### config.mk
export PLATFORM = sky130hd
export DESIGN_NAME = power_rail_command_handler
export DESIGN_NICKNAME = d
export VERILOG_FILES = /design/src/core/rail_cmd_pkg.sv /design/src/core/power_rail_command_handler.sv /design/src/core/nv_settings_store.sv
export SDC_FILE = /design/constraint.sdc
export NUM_CORES = 1
export LEC_CHECK = 0
export ABC_AREA = 0
export BUFFER_PORTS_ARGS = -buffer_cell sky130_fd_sc_hd__buf_2
export CORE_MARGIN = 3
export CORE_UTILIZATION = 40
export DETAILED_ROUTE_END_ITERATION = 8
export PLACE_DENSITY = 0.61
export SLEW_MARGIN = 40
export SYNTH_ARGS = -nofsm -noshare
export SYNTH_HDL_FRONTEND = slang
export SYNTH_SLANG_ARGS = --single-unit
export TNS_END_PERCENT = 10
### constraint.sdc
create_clock -name i_clk -period 30.2 [get_ports i_clk]
set_input_delay 6.04 -clock i_clk [delete_from_list [all_inputs] [get_ports i_clk]]
set_output_delay 6.04 -clock i_clk [all_outputs]
set_load 0.05 [all_outputs]
### src/core/rail_cmd_pkg.sv
// Shared constants and carriers for the power rail command handler
// Assumes a framing layer that delivers one decoded command per valid cycle
package rail_cmd_pkg;

   // ************************************************
   // Timing
   // ************************************************
   localparam int CLK_HZ = 25_000_000;
   localparam int STORE_WAIT_MS = 20;
   localparam int STORE_WAIT_CYCLES = STORE_WAIT_MS * (CLK_HZ / 1000);
   localparam int BOOT_SYNC_CYCLES = 2;

   // ************************************************
   // Command codes
   // ************************************************
   localparam logic [7:0] CODE_RUN_MARGIN = 8'h01;
   localparam logic [7:0] CODE_ON_SRC = 8'h02;
   localparam logic [7:0] CODE_CLEAR_FAULTS = 8'h03;
   localparam logic [7:0] CODE_STORE_DEFAULT = 8'h11;
   localparam logic [7:0] CODE_RESTORE_DEFAULT = 8'h12;
   localparam logic [7:0] CODE_STORE_USER = 8'h15;
   localparam logic [7:0] CODE_RESTORE_USER = 8'h16;
   localparam logic [7:0] CODE_VOUT_FORMAT = 8'h20;
   localparam logic [7:0] CODE_VOUT_SET = 8'h21;
   localparam logic [7:0] CODE_VOUT_CEIL = 8'h24;
   localparam logic [7:0] CODE_FAULT_STATUS = 8'h78;
   localparam logic [7:0] CODE_SECURITY = 8'hFA;

   // ************************************************
   // Field positions and encodings
   // ************************************************
   localparam int RUN_LSB = 6;
   localparam int MGN_LSB = 4;
   localparam int SRC_LSB = 2;
   localparam int ON_POL_BIT = 1;
   localparam int ON_HARD_BIT = 0;
   localparam logic [1:0] RUN_IMM_OFF = 2'h0;
   localparam logic [1:0] RUN_SOFT_OFF = 2'h1;
   localparam logic [1:0] RUN_ON = 2'h2;
   localparam logic [1:0] MARGIN_NOM = 2'h0;
   localparam logic [1:0] MARGIN_LOW = 2'h1;
   localparam logic [1:0] MARGIN_HIGH = 2'h2;
   localparam logic [2:0] SRC_ALWAYS = 3'h0;
   localparam logic [2:0] SRC_PIN = 3'h5;
   localparam logic [2:0] SRC_CMD = 3'h6;
   localparam logic [2:0] SRC_BOTH = 3'h7;

   // ************************************************
   // Reset and fixed values
   // ************************************************
   localparam logic [7:0] RUN_MARGIN_RESET = 8'h00;
   localparam logic [7:0] ON_SRC_RESET = 8'h16;
   localparam logic [7:0] VOUT_FORMAT_VALUE = 8'h13;
   localparam logic [7:0] SECURITY_RESET = 8'h00;
   localparam logic [7:0] SECURITY_AFTER_RESTORE = 8'h01;
   localparam logic [3:0] CEIL_NUM = 4'hB;
   localparam logic [3:0] CEIL_DEN = 4'hA;

   // ************************************************
   // Types
   // ************************************************
   typedef enum logic [1:0] {CMD_SEND, CMD_WR_BYTE, CMD_WR_WORD, CMD_READ} cmd_kind_t;
   typedef enum logic [2:0] {PH_BOOT, PH_LOAD_DEF, PH_LOAD_USER, PH_IDLE, PH_STORE} phase_t;

   typedef struct packed {
      logic valid;
      cmd_kind_t kind;
      logic [7:0] code;
      logic [15:0] data;
   } cmd_req_t;

   typedef struct packed {
      logic valid;
      logic err;
      logic [15:0] data;
   } rsp_t;

   typedef struct packed {
      logic [7:0] run_margin;
      logic [7:0] on_src;
      logic [15:0] ceiling;
      logic [15:0] setpoint;
   } settings_t;

   localparam int SET_W = $bits(settings_t);

endpackage

### src/core/power_rail_command_handler.sv
// Command handler of a digitally controlled power rail
// Assumes a framing layer that delivers decoded commands on the i_clk domain
`timescale 1ns/1ns

module power_rail_command_handler
   import rail_cmd_pkg::*;
#(
   parameter int STORE_CYCLES = STORE_WAIT_CYCLES
) (
   // Clock and reset
   input wire logic i_clk,
   input wire logic i_sys_rst,
   // Command transactions
   input wire cmd_req_t i_cmd,
   output rsp_t o_rsp,
   output logic o_busy,
   // Pins
   input wire logic i_enable_pin,
   input wire logic [1:0] i_margin_select_pin,
   input wire logic [15:0] i_strap_vout,
   output logic o_smbus_alert_output,
   // Power stage
   input wire logic [7:0] i_fault_cond,
   output logic o_run,
   output logic o_off_immediate,
   output logic [1:0] o_margin_state,
   output logic [15:0] o_vout_target,
   output logic [15:0] o_vout_ceiling
);

   localparam int CNT_W = $clog2(STORE_CYCLES + 1);

   typedef struct packed {
      phase_t phase;
      logic [CNT_W-1:0] cnt;
      settings_t cfg;
      settings_t dirty;
      settings_t wr_mask;
      logic def_wr;
      logic user_wr;
      logic [1:0] en_s;
      logic [1:0] mgn_s1;
      logic [1:0] mgn_s2;
      logic [15:0] strap_s1;
      logic [15:0] strap_s2;
      logic [15:0] strap;
      logic [15:0] ceil_active;
      logic [7:0] fault;
      logic [7:0] security;
      logic shutdown;
      logic run;
      logic off_hard;
      logic [1:0] margin;
      logic alert;
      logic busy;
      rsp_t rsp;
   } state_t;

   state_t st;
   state_t next_st;
   settings_t def_rd;
   settings_t def_pres;
   settings_t user_rd;
   settings_t user_pres;
   logic pin_on;
   logic cmd_on;
   logic want;
   logic clear;
   logic [15:0] limit;

   // ************************************************
   // Helpers
   // ************************************************
   function automatic logic [15:0] strap_limit(input logic [15:0] v);
      logic [19:0] p;
      p = (20'(v) * 20'(CEIL_NUM)) / 20'(CEIL_DEN);
      return (p[19:16] != 4'h0) ? 16'hFFFF : p[15:0];
   endfunction

   function automatic logic op_legal(input logic [7:0] b);
      logic [1:0] r;
      logic [1:0] m;
      r = b[RUN_LSB+1:RUN_LSB];
      m = b[MGN_LSB+1:MGN_LSB];
      return (b[3:0] == 4'h0) && (((r == RUN_IMM_OFF || r == RUN_SOFT_OFF) && m == MARGIN_NOM)
         || (r == RUN_ON && (m == MARGIN_NOM || m == MARGIN_LOW || m == MARGIN_HIGH)));
   endfunction

   function automatic settings_t merge(input settings_t cur, input settings_t d, input settings_t p);
      return (cur & ~p) | (d & p);
   endfunction

   // ************************************************
   // Stores
   // ************************************************
   nv_settings_store #(.W(SET_W)) u_default_store (
      .i_clk(i_clk),
      .i_sys_rst(i_sys_rst),
      .i_wr(st.def_wr),
      .i_wr_mask(st.wr_mask),
      .i_wr_data(st.cfg),
      .o_rd_data(def_rd),
      .o_rd_present(def_pres)
   );

   nv_settings_store #(.W(SET_W)) u_user_store (
      .i_clk(i_clk),
      .i_sys_rst(i_sys_rst),
      .i_wr(st.user_wr),
      .i_wr_mask(st.wr_mask),
      .i_wr_data(st.cfg),
      .o_rd_data(user_rd),
      .o_rd_present(user_pres)
   );

   // ************************************************
   // Next state
   // ************************************************
   always_comb begin
      next_st = st;
      clear = 1'b0;
      want = 1'b0;
      limit = 16'h0000;
      next_st.rsp = '0;
      next_st.def_wr = 1'b0;
      next_st.user_wr = 1'b0;
      // Pins pass two flops before use
      next_st.en_s = {st.en_s[0], i_enable_pin};
      next_st.mgn_s1 = i_margin_select_pin;
      next_st.mgn_s2 = st.mgn_s1;
      next_st.strap_s1 = i_strap_vout;
      next_st.strap_s2 = st.strap_s1;
      case (st.phase)
         PH_BOOT: begin
            // Wait until the strap has crossed the synchroniser
            next_st.cnt = st.cnt + 1'b1;
            if (st.cnt == CNT_W'(BOOT_SYNC_CYCLES)) begin
               next_st.cnt = '0;
               next_st.strap = st.strap_s2;
               next_st.cfg.run_margin = RUN_MARGIN_RESET;
               next_st.cfg.on_src = ON_SRC_RESET;
               next_st.cfg.setpoint = st.strap_s2;
               next_st.cfg.ceiling = strap_limit(st.strap_s2);
               next_st.phase = PH_LOAD_DEF;
            end
         end
         PH_LOAD_DEF: begin
            next_st.cfg = merge(st.cfg, def_rd, def_pres);
            next_st.phase = PH_LOAD_USER;
         end
         PH_LOAD_USER: begin
            next_st.cfg = merge(st.cfg, user_rd, user_pres);
            next_st.security = SECURITY_AFTER_RESTORE;
            next_st.dirty = '0;
            next_st.phase = PH_IDLE;
         end
         PH_STORE: begin
            // Commands arriving now get no answer at all
            next_st.cnt = st.cnt + 1'b1;
            if (st.cnt == CNT_W'(STORE_CYCLES - 1)) begin
               next_st.cnt = '0;
               next_st.phase = PH_IDLE;
            end
         end
         PH_IDLE: begin
            if (i_cmd.valid) begin
               next_st.rsp.valid = 1'b1;
               case (i_cmd.kind)
                  CMD_READ: begin
                     case (i_cmd.code)
                        CODE_RUN_MARGIN: next_st.rsp.data = {8'h00, st.cfg.run_margin};
                        CODE_ON_SRC: next_st.rsp.data = {8'h00, st.cfg.on_src};
                        CODE_VOUT_FORMAT: next_st.rsp.data = {8'h00, VOUT_FORMAT_VALUE};
                        CODE_VOUT_SET: next_st.rsp.data = st.cfg.setpoint;
                        CODE_VOUT_CEIL: next_st.rsp.data = st.cfg.ceiling;
                        CODE_FAULT_STATUS: next_st.rsp.data = {8'h00, st.fault};
                        CODE_SECURITY: next_st.rsp.data = {8'h00, st.security};
                        default: next_st.rsp.err = 1'b1;
                     endcase
                  end
                  CMD_WR_BYTE, CMD_WR_WORD: begin
                     case (i_cmd.code)
                        CODE_RUN_MARGIN: begin
                           if (op_legal(i_cmd.data[7:0])) begin
                              next_st.cfg.run_margin = i_cmd.data[7:0];
                              next_st.dirty.run_margin = '1;
                           end else begin
                              next_st.rsp.err = 1'b1;
                           end
                        end
                        CODE_ON_SRC: begin
                           next_st.cfg.on_src = i_cmd.data[7:0];
                           next_st.dirty.on_src = '1;
                        end
                        CODE_VOUT_SET: begin
                           next_st.cfg.setpoint = i_cmd.data;
                           next_st.dirty.setpoint = '1;
                        end
                        CODE_VOUT_CEIL: begin
                           next_st.cfg.ceiling = i_cmd.data;
                           next_st.dirty.ceiling = '1;
                        end
                        default: next_st.rsp.err = 1'b1;
                     endcase
                  end
                  CMD_SEND: begin
                     case (i_cmd.code)
                        CODE_CLEAR_FAULTS: clear = 1'b1;
                        CODE_STORE_DEFAULT: begin
                           next_st.def_wr = 1'b1;
                           next_st.wr_mask = st.dirty;
                           next_st.phase = PH_STORE;
                        end
                        CODE_STORE_USER: begin
                           next_st.user_wr = 1'b1;
                           next_st.wr_mask = '1;
                           next_st.phase = PH_STORE;
                        end
                        CODE_RESTORE_DEFAULT: begin
                           next_st.cfg = merge(st.cfg, def_rd, def_pres);
                           next_st.dirty = '0;
                           next_st.security = SECURITY_AFTER_RESTORE;
                        end
                        CODE_RESTORE_USER: begin
                           next_st.cfg = merge(st.cfg, user_rd, user_pres);
                           next_st.dirty = '0;
                           next_st.security = SECURITY_AFTER_RESTORE;
                        end
                        default: next_st.rsp.err = 1'b1;
                     endcase
                  end
                  default: next_st.rsp.err = 1'b1;
               endcase
            end
         end
         default: next_st.phase = PH_BOOT;
      endcase

      // Enable decode
      pin_on = (st.en_s[1] == st.cfg.on_src[ON_POL_BIT]);
      cmd_on = (st.cfg.run_margin[RUN_LSB+1:RUN_LSB] == RUN_ON);
      case (st.cfg.on_src[SRC_LSB+2:SRC_LSB])
         SRC_ALWAYS: want = 1'b1;
         SRC_PIN: want = pin_on;
         SRC_CMD: want = cmd_on;
         SRC_BOTH: want = pin_on && cmd_on;
         default: want = 1'b0;
      endcase
      if (st.phase != PH_IDLE && st.phase != PH_STORE) begin
         want = 1'b0;
      end

      // Set wins over clear, so a live fault reappears at once
      next_st.fault = (clear ? 8'h00 : st.fault) | i_fault_cond;
      next_st.alert = |next_st.fault;
      // Shutdown latch is released only by dropping the on request
      if (st.run && (|i_fault_cond)) begin
         next_st.shutdown = 1'b1;
      end else if (!want) begin
         next_st.shutdown = 1'b0;
      end
      next_st.run = want && !next_st.shutdown;
      if (st.run && !next_st.run) begin
         if (next_st.shutdown) begin
            next_st.off_hard = 1'b1;
         end else if (!cmd_on && (st.cfg.on_src[SRC_LSB+2:SRC_LSB] == SRC_CMD
               || st.cfg.on_src[SRC_LSB+2:SRC_LSB] == SRC_BOTH)) begin
            next_st.off_hard = (st.cfg.run_margin[RUN_LSB+1:RUN_LSB] == RUN_IMM_OFF);
         end else begin
            next_st.off_hard = st.cfg.on_src[ON_HARD_BIT];
         end
      end
      if (!st.run && next_st.run) begin
         next_st.ceil_active = next_st.cfg.ceiling;
      end
      // Pin margin overrides the commanded one
      next_st.margin = (st.mgn_s2 == MARGIN_NOM) ? st.cfg.run_margin[MGN_LSB+1:MGN_LSB] : st.mgn_s2;

      // Clamp against the lower of both limits
      limit = strap_limit(next_st.strap);
      if (next_st.cfg.ceiling < limit) begin
         limit = next_st.cfg.ceiling;
      end
      if (next_st.cfg.setpoint > limit) begin
         next_st.cfg.setpoint = limit;
      end
      next_st.busy = (next_st.phase != PH_IDLE);
   end

   always_ff @(posedge i_clk) begin
      if (i_sys_rst) begin
         st <= '0;
         st.cfg.on_src <= ON_SRC_RESET;
         st.cfg.run_margin <= RUN_MARGIN_RESET;
         st.security <= SECURITY_RESET;
         st.busy <= 1'b1;
      end else begin
         st <= next_st;
      end
   end

   // ************************************************
   // Outputs
   // ************************************************
   assign o_rsp = st.rsp;
   assign o_busy = st.busy;
   assign o_smbus_alert_output = st.alert;
   assign o_run = st.run;
   assign o_off_immediate = st.off_hard;
   assign o_margin_state = st.margin;
   assign o_vout_target = st.cfg.setpoint;
   assign o_vout_ceiling = st.ceil_active;

   logic idle_cmd;
   assign idle_cmd = i_cmd.valid && (st.phase == PH_IDLE);
endmodule

### src/core/nv_settings_store.sv
// Settings store with per-bit presence, registered read port
// Assumes writes are rare pulses from the command handler on the same clock
`timescale 1ns/1ns

module nv_settings_store #(
   parameter int W = 48
) (
   // Clock and reset
   input wire logic i_clk,
   input wire logic i_sys_rst,
   // Write side
   input wire logic i_wr,
   input wire logic [W-1:0] i_wr_mask,
   input wire logic [W-1:0] i_wr_data,
   // Read side
   output logic [W-1:0] o_rd_data,
   output logic [W-1:0] o_rd_present
);

   typedef struct packed {
      logic [W-1:0] mem;
      logic [W-1:0] present;
      logic [W-1:0] rd_data;
      logic [W-1:0] rd_present;
   } store_t;

   store_t st;
   store_t next_st;

   // ************************************************
   // Storage
   // ************************************************
   // Reset stands for first power-up with a blank store
   always_comb begin
      next_st = st;
      if (i_wr) begin
         next_st.mem = (st.mem & ~i_wr_mask) | (i_wr_data & i_wr_mask);
         next_st.present = st.present | i_wr_mask;
      end
      next_st.rd_data = st.mem;
      next_st.rd_present = st.present;
   end

   always_ff @(posedge i_clk) begin
      if (i_sys_rst) begin
         st <= '0;
      end else begin
         st <= next_st;
      end
   end

   assign o_rd_data = st.rd_data;
   assign o_rd_present = st.rd_present;

endmodule

* After elaboration in Yosys (flattened, before gate mapping)
Index checks and enable logic that the tools add are counted.
** Storage, ports and cells
- Bits of input ports :: 56
- Output and inout port bits :: 56
- Word-level logic and storage cells :: 223
- Register bits after elaboration :: 663
** Operators by class
- Reduce and logical (&&, ||, !) cells :: 53
- Add/subtract/negate cells :: 1
- Mux-type cells :: 56
- Bitwise operators :: 21
- Divide/modulo/power cells :: 2
- Eq/ne operators :: 44
- $mul :: 2
- Magnitude comparators :: 2
** Operators by type and width (count)
- $pmux W96 S2 :: 2
- $and A48 B48 Y48 :: 7
- $or A48 B48 Y48 :: 6
- $pmux W48 S2 :: 2
- $pmux W48 S4 :: 1
- $mux W16 :: 11
- $mux W146 :: 1
- $not A48 Y48 :: 3
- $pmux W16 S7 :: 1
- $mux W8 :: 10
- $mux W70 :: 1
- $mux W50 :: 1
- $div A20 B4 Y20 const B :: 2
- $mul A16 B4 Y20 const B :: 2
- $pmux W19 S2 :: 1
- $eq A8 B5 Y1 const B :: 4
- $eq A8 B6 Y1 const B :: 3
- $mux W22 :: 1
- $add A19 B1 Y19 const B :: 1
- $eq A19 B19 Y1 const B :: 1
- $eq A19 B2 Y1 const B :: 1
- $mux W18 :: 1
- $eq A8 B2 Y1 const B :: 2
- $gt A16 B16 Y1 :: 1
- 44 further kinds :: 115

* Depth between registers and ports, before layout
Gate-level depths: netlist of run 1.
- Depth after elaboration :: 15
- Gate-level depth with buffers :: 65
- Depth with buffers taken out :: 56

* Hierarchy
A second synthesis of run 1 with hierarchy kept.
** Second synthesis, totals
- Cells, all modules :: 4085
- Area total of the unflattened synthesis :: 33557.2 µm²
** Modules (own cells, without submodules)
- power_rail_command_handler :: instances 1, cells each 2955, area an instance 21097.7 µm², sequential area each 3683.5 µm²
- nv_settings_store :: instances 2, cells each 565, area an instance 6229.7 µm², sequential area each 3843.7 µm²

* Least setup slack after synthesis of run 1
No wires, ideal clock.
- Path type :: input port to flip-flop
- From :: input i_cmd[23] (netlist bit)
- To :: register st (netlist bit o_vout_target[11])
- Path slack :: 16.952 ns
- Arrival time :: 13.174 ns
- Stages on the path :: 41
- Buffers on the path :: 5
- Data required time :: 30.125 ns
- Library setup time :: 0.075 ns
- Cell sequence :: clkbuf_1 > or4b_2 > or4b_2 > clkbuf_1 > nand2_1 > o21ai_0 > or2_2 > clkbuf_1 > a21oi_1 > nor2_1 > nor4_1 > nor2_1 > o21ai_0 > inv_1 > ha_1 > a21oi_1 > nor2b_1 > o21ai_0 > [... 5 more ...] > a221o_2 > inv_1 > o21ai_2 > buf_4 > a22o_2 > ha_1 > a21oi_1 > o22ai_1 > o21a_1 > o21a_1 > o21ai_0 > nand2b_1 > a21oi_1 > o221ai_1 > o41a_2 > or2_2 > clkbuf_1 > o22ai_1
** RTL lines
- start: declaration :: line power_rail_command_handler.sv:14 : input wire cmd_req_t i_cmd,
- end signal: assignment :: line power_rail_command_handler.sv:298 : st <= next_st;
- end: declaration :: line power_rail_command_handler.sv:59 : state_t st;

==> impl_metrics.ini, run 1 <==
[status]
status = finished clean

[setup_path]
crit_type = reg2reg
reg2reg_to = o_vout_target[7]
start_kind = flop
end_kind = flop
crit_slowest_cell = a2111oi_1
rr_worst_depth = 52
worstReg2RegStart = st[259]
path_max_fanout = 20
arrival_ns = 15.08
crit_required_ns = 30.67
reg2reg_slack_ns = 15.59
cp_common_cell = a21oi_1
slowest_delay_ns = 0.76

[routing]
wl_per_cell_um = 20.7
first_pass_iters = 6
dr_wl_met3_um = 6670
ant_nets = 0
via_per_inst = 5.79
wirelength_um = 101000
wl_met1_um = 46000
met2WireLength_um = 43600
highest-signal-layer = met5
drt_iter0_drc = 2509
drc = 0
vias = 28151

[clock_network]
htreeDepth = 2
insertion_delay_ns = 0.65
cts_hold_buf = 0
path_clk_slew_ns = 0.06
cts_buffer_depth = 3
cts_tree = yes
cts_setup_buffers = 0
cts-root-buf = clkbuf_16
clock-sinks = 568
numCtsBuffers = 59
ctsResizeCount = 0

[min_path]
holdPathStages = 1
holdCritStartpoint = next_st[82]
hp-class = reg2reg
min_to = st[82]

[timing]
slew_violations = 0
timing.fmax_mhz = 68.5
setup_viol_count_final = 0
final_hold_viol_count = 0
min_period_ns = 14.61
period_share = 0.484
rsz0062_at_grt = false
finClkSkew_ns = 0.0454
relSlewSlack = 0.418
finalSetupTns_ns = 0
worstMarginPinSlew_ns = 0.864

[layout]
drive_gt1_frac = 0.125
nFillCells = 7830
final_nets = 3952
syn_to_final_growth_pct = 9.13

[yosys]
ys.flop_type = dfxtp_1
synth_commonest_cells = 568 x dfxtp_1, 305 x nor2_1, 291 x nand2_1
synth_fp_nets = 4022
syn_area_per_cell_um2 = 8.45
synth_top_area_frac = 0.352
ys_seq_area_frac = 0.352
synth_area_leaders = dfxtp_1 35%, nor2b_1 5.3%, ha_1 4.3%
yosysMostFrequentCell = dfxtp_1
yosys_warnings = 0
synthCells = 3830
async_reset_ff_frac = 0
synth_cell_types = 140
yosys.area.top_type = dfxtp_1
synth-edff-count = 0
netlist_area_um2 = 32300
synth_seq_cells = 568

[global_routing]
grtUsageTotal = 0.228
grt.overflow.total = 0
grt_pass1_vias = 26024
grt_max_degree = 85
grt_pass1_wl_um = 155000
antenna_found_initial = 7

[floorplanning]
start_util = 0.407
core-area_um2 = 79500
rows = 103
dieArea_um2 = 84300
die_width_um = 290
fp.dieH_um = 290
pin_count = 112

[pwr]
p_sw_frac = 0.463
p_sw_mw = 1.75
pwr-share-clk = 0.204
total_power_mw = 3.78
power-per-cell-area_nw_per_um2 = 107
sequentialPowerShare = 0.223
p_leak_nw = 14.4
intPower_mw = 2.03
p_comb_frac = 0.573
ir_worst_vdd_mv = 0.117

[placement]
gp_congestion = 0.925
numPortBuffers = 111
dp_hpwl_um = 71200

[run]
cap_violations = 0
kinds of logic (layout without fill, tap and decap cells):
kind of cell,count (synthesis),in the layout,share of synthesized area
compound gates,1102,1102,0.246
xor+xnor,57,57,0.0163
fa+ha+maj,140,140,0.0596
buf+inv,481,461,0.0705
flops,568,568,0.352
mux,127,127,0.0404
other cells,0,2,0
simple gates,1355,1355,0.216
stage by stage:
stage	utilization	hold slack [ns]	setup WS (ns)	instance area (µm²)	instances
4_1_cts	0.443	0.432	15.55	35300	4859
3_3_place_gp	0.416	0.422	15.49	33100	4748
6_report	0.444	0.438	15.59	35300	4862
2_1_floorplan	-	0.414	16.95	32300	3830
5_1_grt	0.444	0.445	14.43	35300	4860
3_5_place_dp	0.417	0.424	15.58	33200	4748
worst max-delay path, delay by kind of cell (launching register included):
family | cells | cell delay (ns)
flops | 1 | 0.34
xor+xnor | 1 | 0.33
mux | 2 | 0.58
buf+inv | 6 | 0.98
fa+ha+maj | 5 | 1.87
simple gates | 8 | 1.79
compound gates | 30 | 8.58
power by group through the flow:
stage                     Sequential, mW  Clock, mW  Combinational [mW]
after floorplan                    0.819          0                1.70
after global placement             0.857          0                2.10
after detailed placement           0.857          0                2.10
after CTS                          0.841      0.785                2.12
after global routing               0.846      0.817                2.37
final                              0.843      0.772                2.16
layout by cell type, fill, tap and decap left out, drive strengths merged, types with 24 or more instances in the layout:
cell,instances
dfxtp,568
nor2,310
nand2,294
nor2b,273
a21oi,236
o21ai,191
inv,187
buf,166
ha,111
mux2i,105
nand2b,102
o22a,100
nand3,84
clkbuf,79
nor3,73
a211oi,68
a31oi,59
o22ai,48
or2,47
o221ai,37
a221oi,37
xnor2,37
nor4,31
o211ai,30
and3,28
a21o,28
a22oi,26
fa,25
nand4,25
o21a,24
routing by layer:
| metal | vias to the layer above | GRT usage |
|---|---|---|
| met4 | 4 | 0.0907 |
| met3 | 199 | 0.0354 |
| met2 | 962 | 0.354 |
| li1 | 13577 | - |
| met1 | 13409 | 0.316 |
| met5 | - | 0 |
layout make-up:
| type | count | area, µm² | share of cell area |
|---|---|---|---|
| clock buffers | 79 | 1670 | 0.0474 |
| repair buffers | 166 | 988 | 0.0280 |
| multi-input cells | 2781 | 18800 | 0.534 |
| diodes | 2 | 5.00 | 0.000142 |
| well taps | 1050 | 1310 | 0.0372 |
| clock inverters | 32 | 423 | 0.0120 |
| flip-flops and latches | 568 | 11400 | 0.322 |
| inverters | 184 | 691 | 0.0196 |
how the worst max path moves through the flow:
stage                     cells past startpoint  slack (ns)                 to      start
final                                        52       15.59   o_vout_target[7]    st[259]
after global placement                       51       15.49   o_vout_target[7]    st[259]
after global routing                         52       14.43   o_vout_target[7]    st[259]
after CTS                                    52       15.55  o_vout_target[15]    st[259]
after detailed placement                     52       15.58  o_vout_target[15]    st[259]
after floorplan                              41       16.95  o_vout_target[11]  i_cmd[23]
Note: power is estimated with default switching activity, not from simulation.
==> run 2: changes to the inputs <==
PLACE_DENSITY = 0.64   (was 0.61)
clock period = 11.75 ns   (was 30.2 ns; I/O delays follow)
==> run 2 against run 1 <==
  * The flow now finishes with violations (negative setup slack)
  * Non-clock buffer count increased by 430
  * Cell area grew 12%
  * Hold slack got worse by 0.0031 ns
  * Sequential power grew to 2.6 times the previous value
  * Worst setup slack worse by 16 ns
  * Critical path depth grew 4
  * Combinational power grew to 4.2 times the previous value
  * Utilization rose by 5.5 points
  * Highest routed layer unchanged
==> impl_metrics.ini, run 2 (same netlist as run 1, synthesis figures left out) <==
[status]
status = complete, but fails checks
violations = negative setup slack

[setup_path]
cp_common_cell = buf_4
crit_type = reg2reg
arrival_ns = 12.51
start_kind = flop
reg2reg_to = o_vout_target[1]
crit_required_ns = 12.22
crit_slowest_cell = o41a_2
rr_worst_depth = 56
reg2reg_slack_ns = -0.29
end_kind = flop
worstReg2RegStart = st[259]
slowest_delay_ns = 0.56
path_max_fanout = 8

[clock_network]
cts_buffer_depth = 3
htreeDepth = 2
numCtsBuffers = 55
cts-root-buf = clkbuf_16
clock-sinks = 568
cts_hold_buf = 0
path_clk_slew_ns = 0.06
cts_tree = yes
insertion_delay_ns = 0.62

[global_routing]
grtUsageTotal = 0.237
grt_max_degree = 97
grt_pass1_vias = 28291
antenna_found_initial = 5
grt.overflow.total = 0
grt_pass1_wl_um = 162000

[pwr]
p_leak_nw = 16.6
total_power_mw = 13.1
power-per-cell-area_nw_per_um2 = 331
ir_worst_vdd_mv = 0.506

[run]
cap_violations = 0

[routing]
drt_iter0_drc = 2476
wirelength_um = 105000
drc = 0
via_per_inst = 5.70
ant_nets = 0
wl_per_cell_um = 19.9
vias = 30147
first_pass_iters = 6

[min_path]
holdCritStartpoint = next_st[88]
holdPathStages = 1
hp-class = reg2reg
min_to = st[88]

[timing]
rsz0062_at_grt = true
relSlewSlack = 0.438
min_period_ns = 12.04
worst_slack_ns = -0.286
slew_violations = 0
finClkSkew_ns = 0.0503
setup_viol_count_final = 16
final_hold_viol_count = 0
timing.fmax_mhz = 83.1
worstMarginPinSlew_ns = 0.840
period_share = 1.02

[layout]
nFillCells = 7408
final_cell_mix = 565 x dfxtp_1, 461 x buf_4, 290 x nor2_1
syn_to_final_growth_pct = 22.5
stdcell_area_um2 = 39600
layout_commonest_cell = dfxtp_1
finish.utilization = 0.499
drive_gt1_frac = 0.240
final_nets = 4381
fin_cells = 5286

[placement]
numPortBuffers = 111
gp_congestion = 0.921
dp_hpwl_um = 75200
placed_area_um2 = 36300
dp.cells = 5122

[floorplanning]
dieArea_um2 = 84300
fp.dieH_um = 290
core-area_um2 = 79500
rows = 103
die_width_um = 290
pin_count = 112
start_util = 0.407
[run 2: what timing repair did]
item / in CTS / in global routing
cloned: 2 / 1
setup endpoints to repair: 16 / 16
hold endpoints to repair: 0 / 0
buffers inserted: 37 / 21
gates resized for setup: 91 / 69
pin swaps: 54 / 53
[run 2: worst max path at each step]
| stage | startpoint | endpoint | slack (ns) | cells after the start |
|---|---|---|---|---|
| 3_5_place_dp | st[275] | o_vout_target[3] | -0.80 | 50 |
| 6_report | st[259] | o_vout_target[1] | -0.29 | 56 |
| 2_1_floorplan | st[260] | o_vout_target[5] | -0.05 | 61 |
| 4_1_cts | st[259] | o_vout_target[3] | -0.16 | 58 |
| 5_1_grt | st[259] | o_vout_target[15] | -0.87 | 62 |
| 3_3_place_gp | st[275] | o_vout_target[3] | -0.69 | 48 |
[run 2: power breakdown]
part           total, mW  internal [mW]  switching [mW]
combinational       9.02           4.40            4.61
sequential          2.17           2.01           0.161
clock               1.93           1.15           0.786
total               13.1           7.55            5.56
[run 2: area by class of cell]
class,count,area [µm²],share of cell area
Antenna cell,3,7.51,0.000189
Clock inverter,28,454,0.0115
Multi-Input combinational cell,2784,19900,0.502
Timing Repair Buffer,596,4370,0.110
Inverter,184,691,0.0174
Sequential cell,568,11400,0.287
Tap cell,1050,1310,0.0331
Clock buffer,73,1530,0.0387
[run 2: per-layer routing]
| layer | track usage | vias up | wire length [µm] |
|---|---|---|---|
| met5 | 0 | - | 25 |
| met4 | 0.0986 | 4 | 4730 |
| met3 | 0.0290 | 222 | 6750 |
| met2 | 0.383 | 1040 | 47300 |
| met1 | 0.320 | 14429 | 46500 |
| li1 | - | 14452 | - |
[run 2: worst max-delay path: cells and delay by family, from the launching register on]
kind	cells	cell delay, ns
and+or+nand+nor	12	2.92
AOI/OAI and AO/OA	21	4.47
adders and majority gates	5	1.37
buffers and inverters	13	1.79
xor gates and xnor gates	1	0.16
DFF	1	0.34
muxes	4	0.86
[run 2: metrics by stage]
| stage | TNS [ns] | hold slack (ns) | setup slack, ns |
|---|---|---|---|
| final | -4.01 | 0.434 | -0.286 |
| after global placement | -10.19 | 0.420 | -0.686 |
| after floorplan | -0.555 | 0.414 | -0.0529 |
| after detailed placement | -11.97 | 0.420 | -0.797 |
| after global routing | -13.15 | 0.458 | -0.868 |
| after CTS | -1.57 | 0.435 | -0.158 |
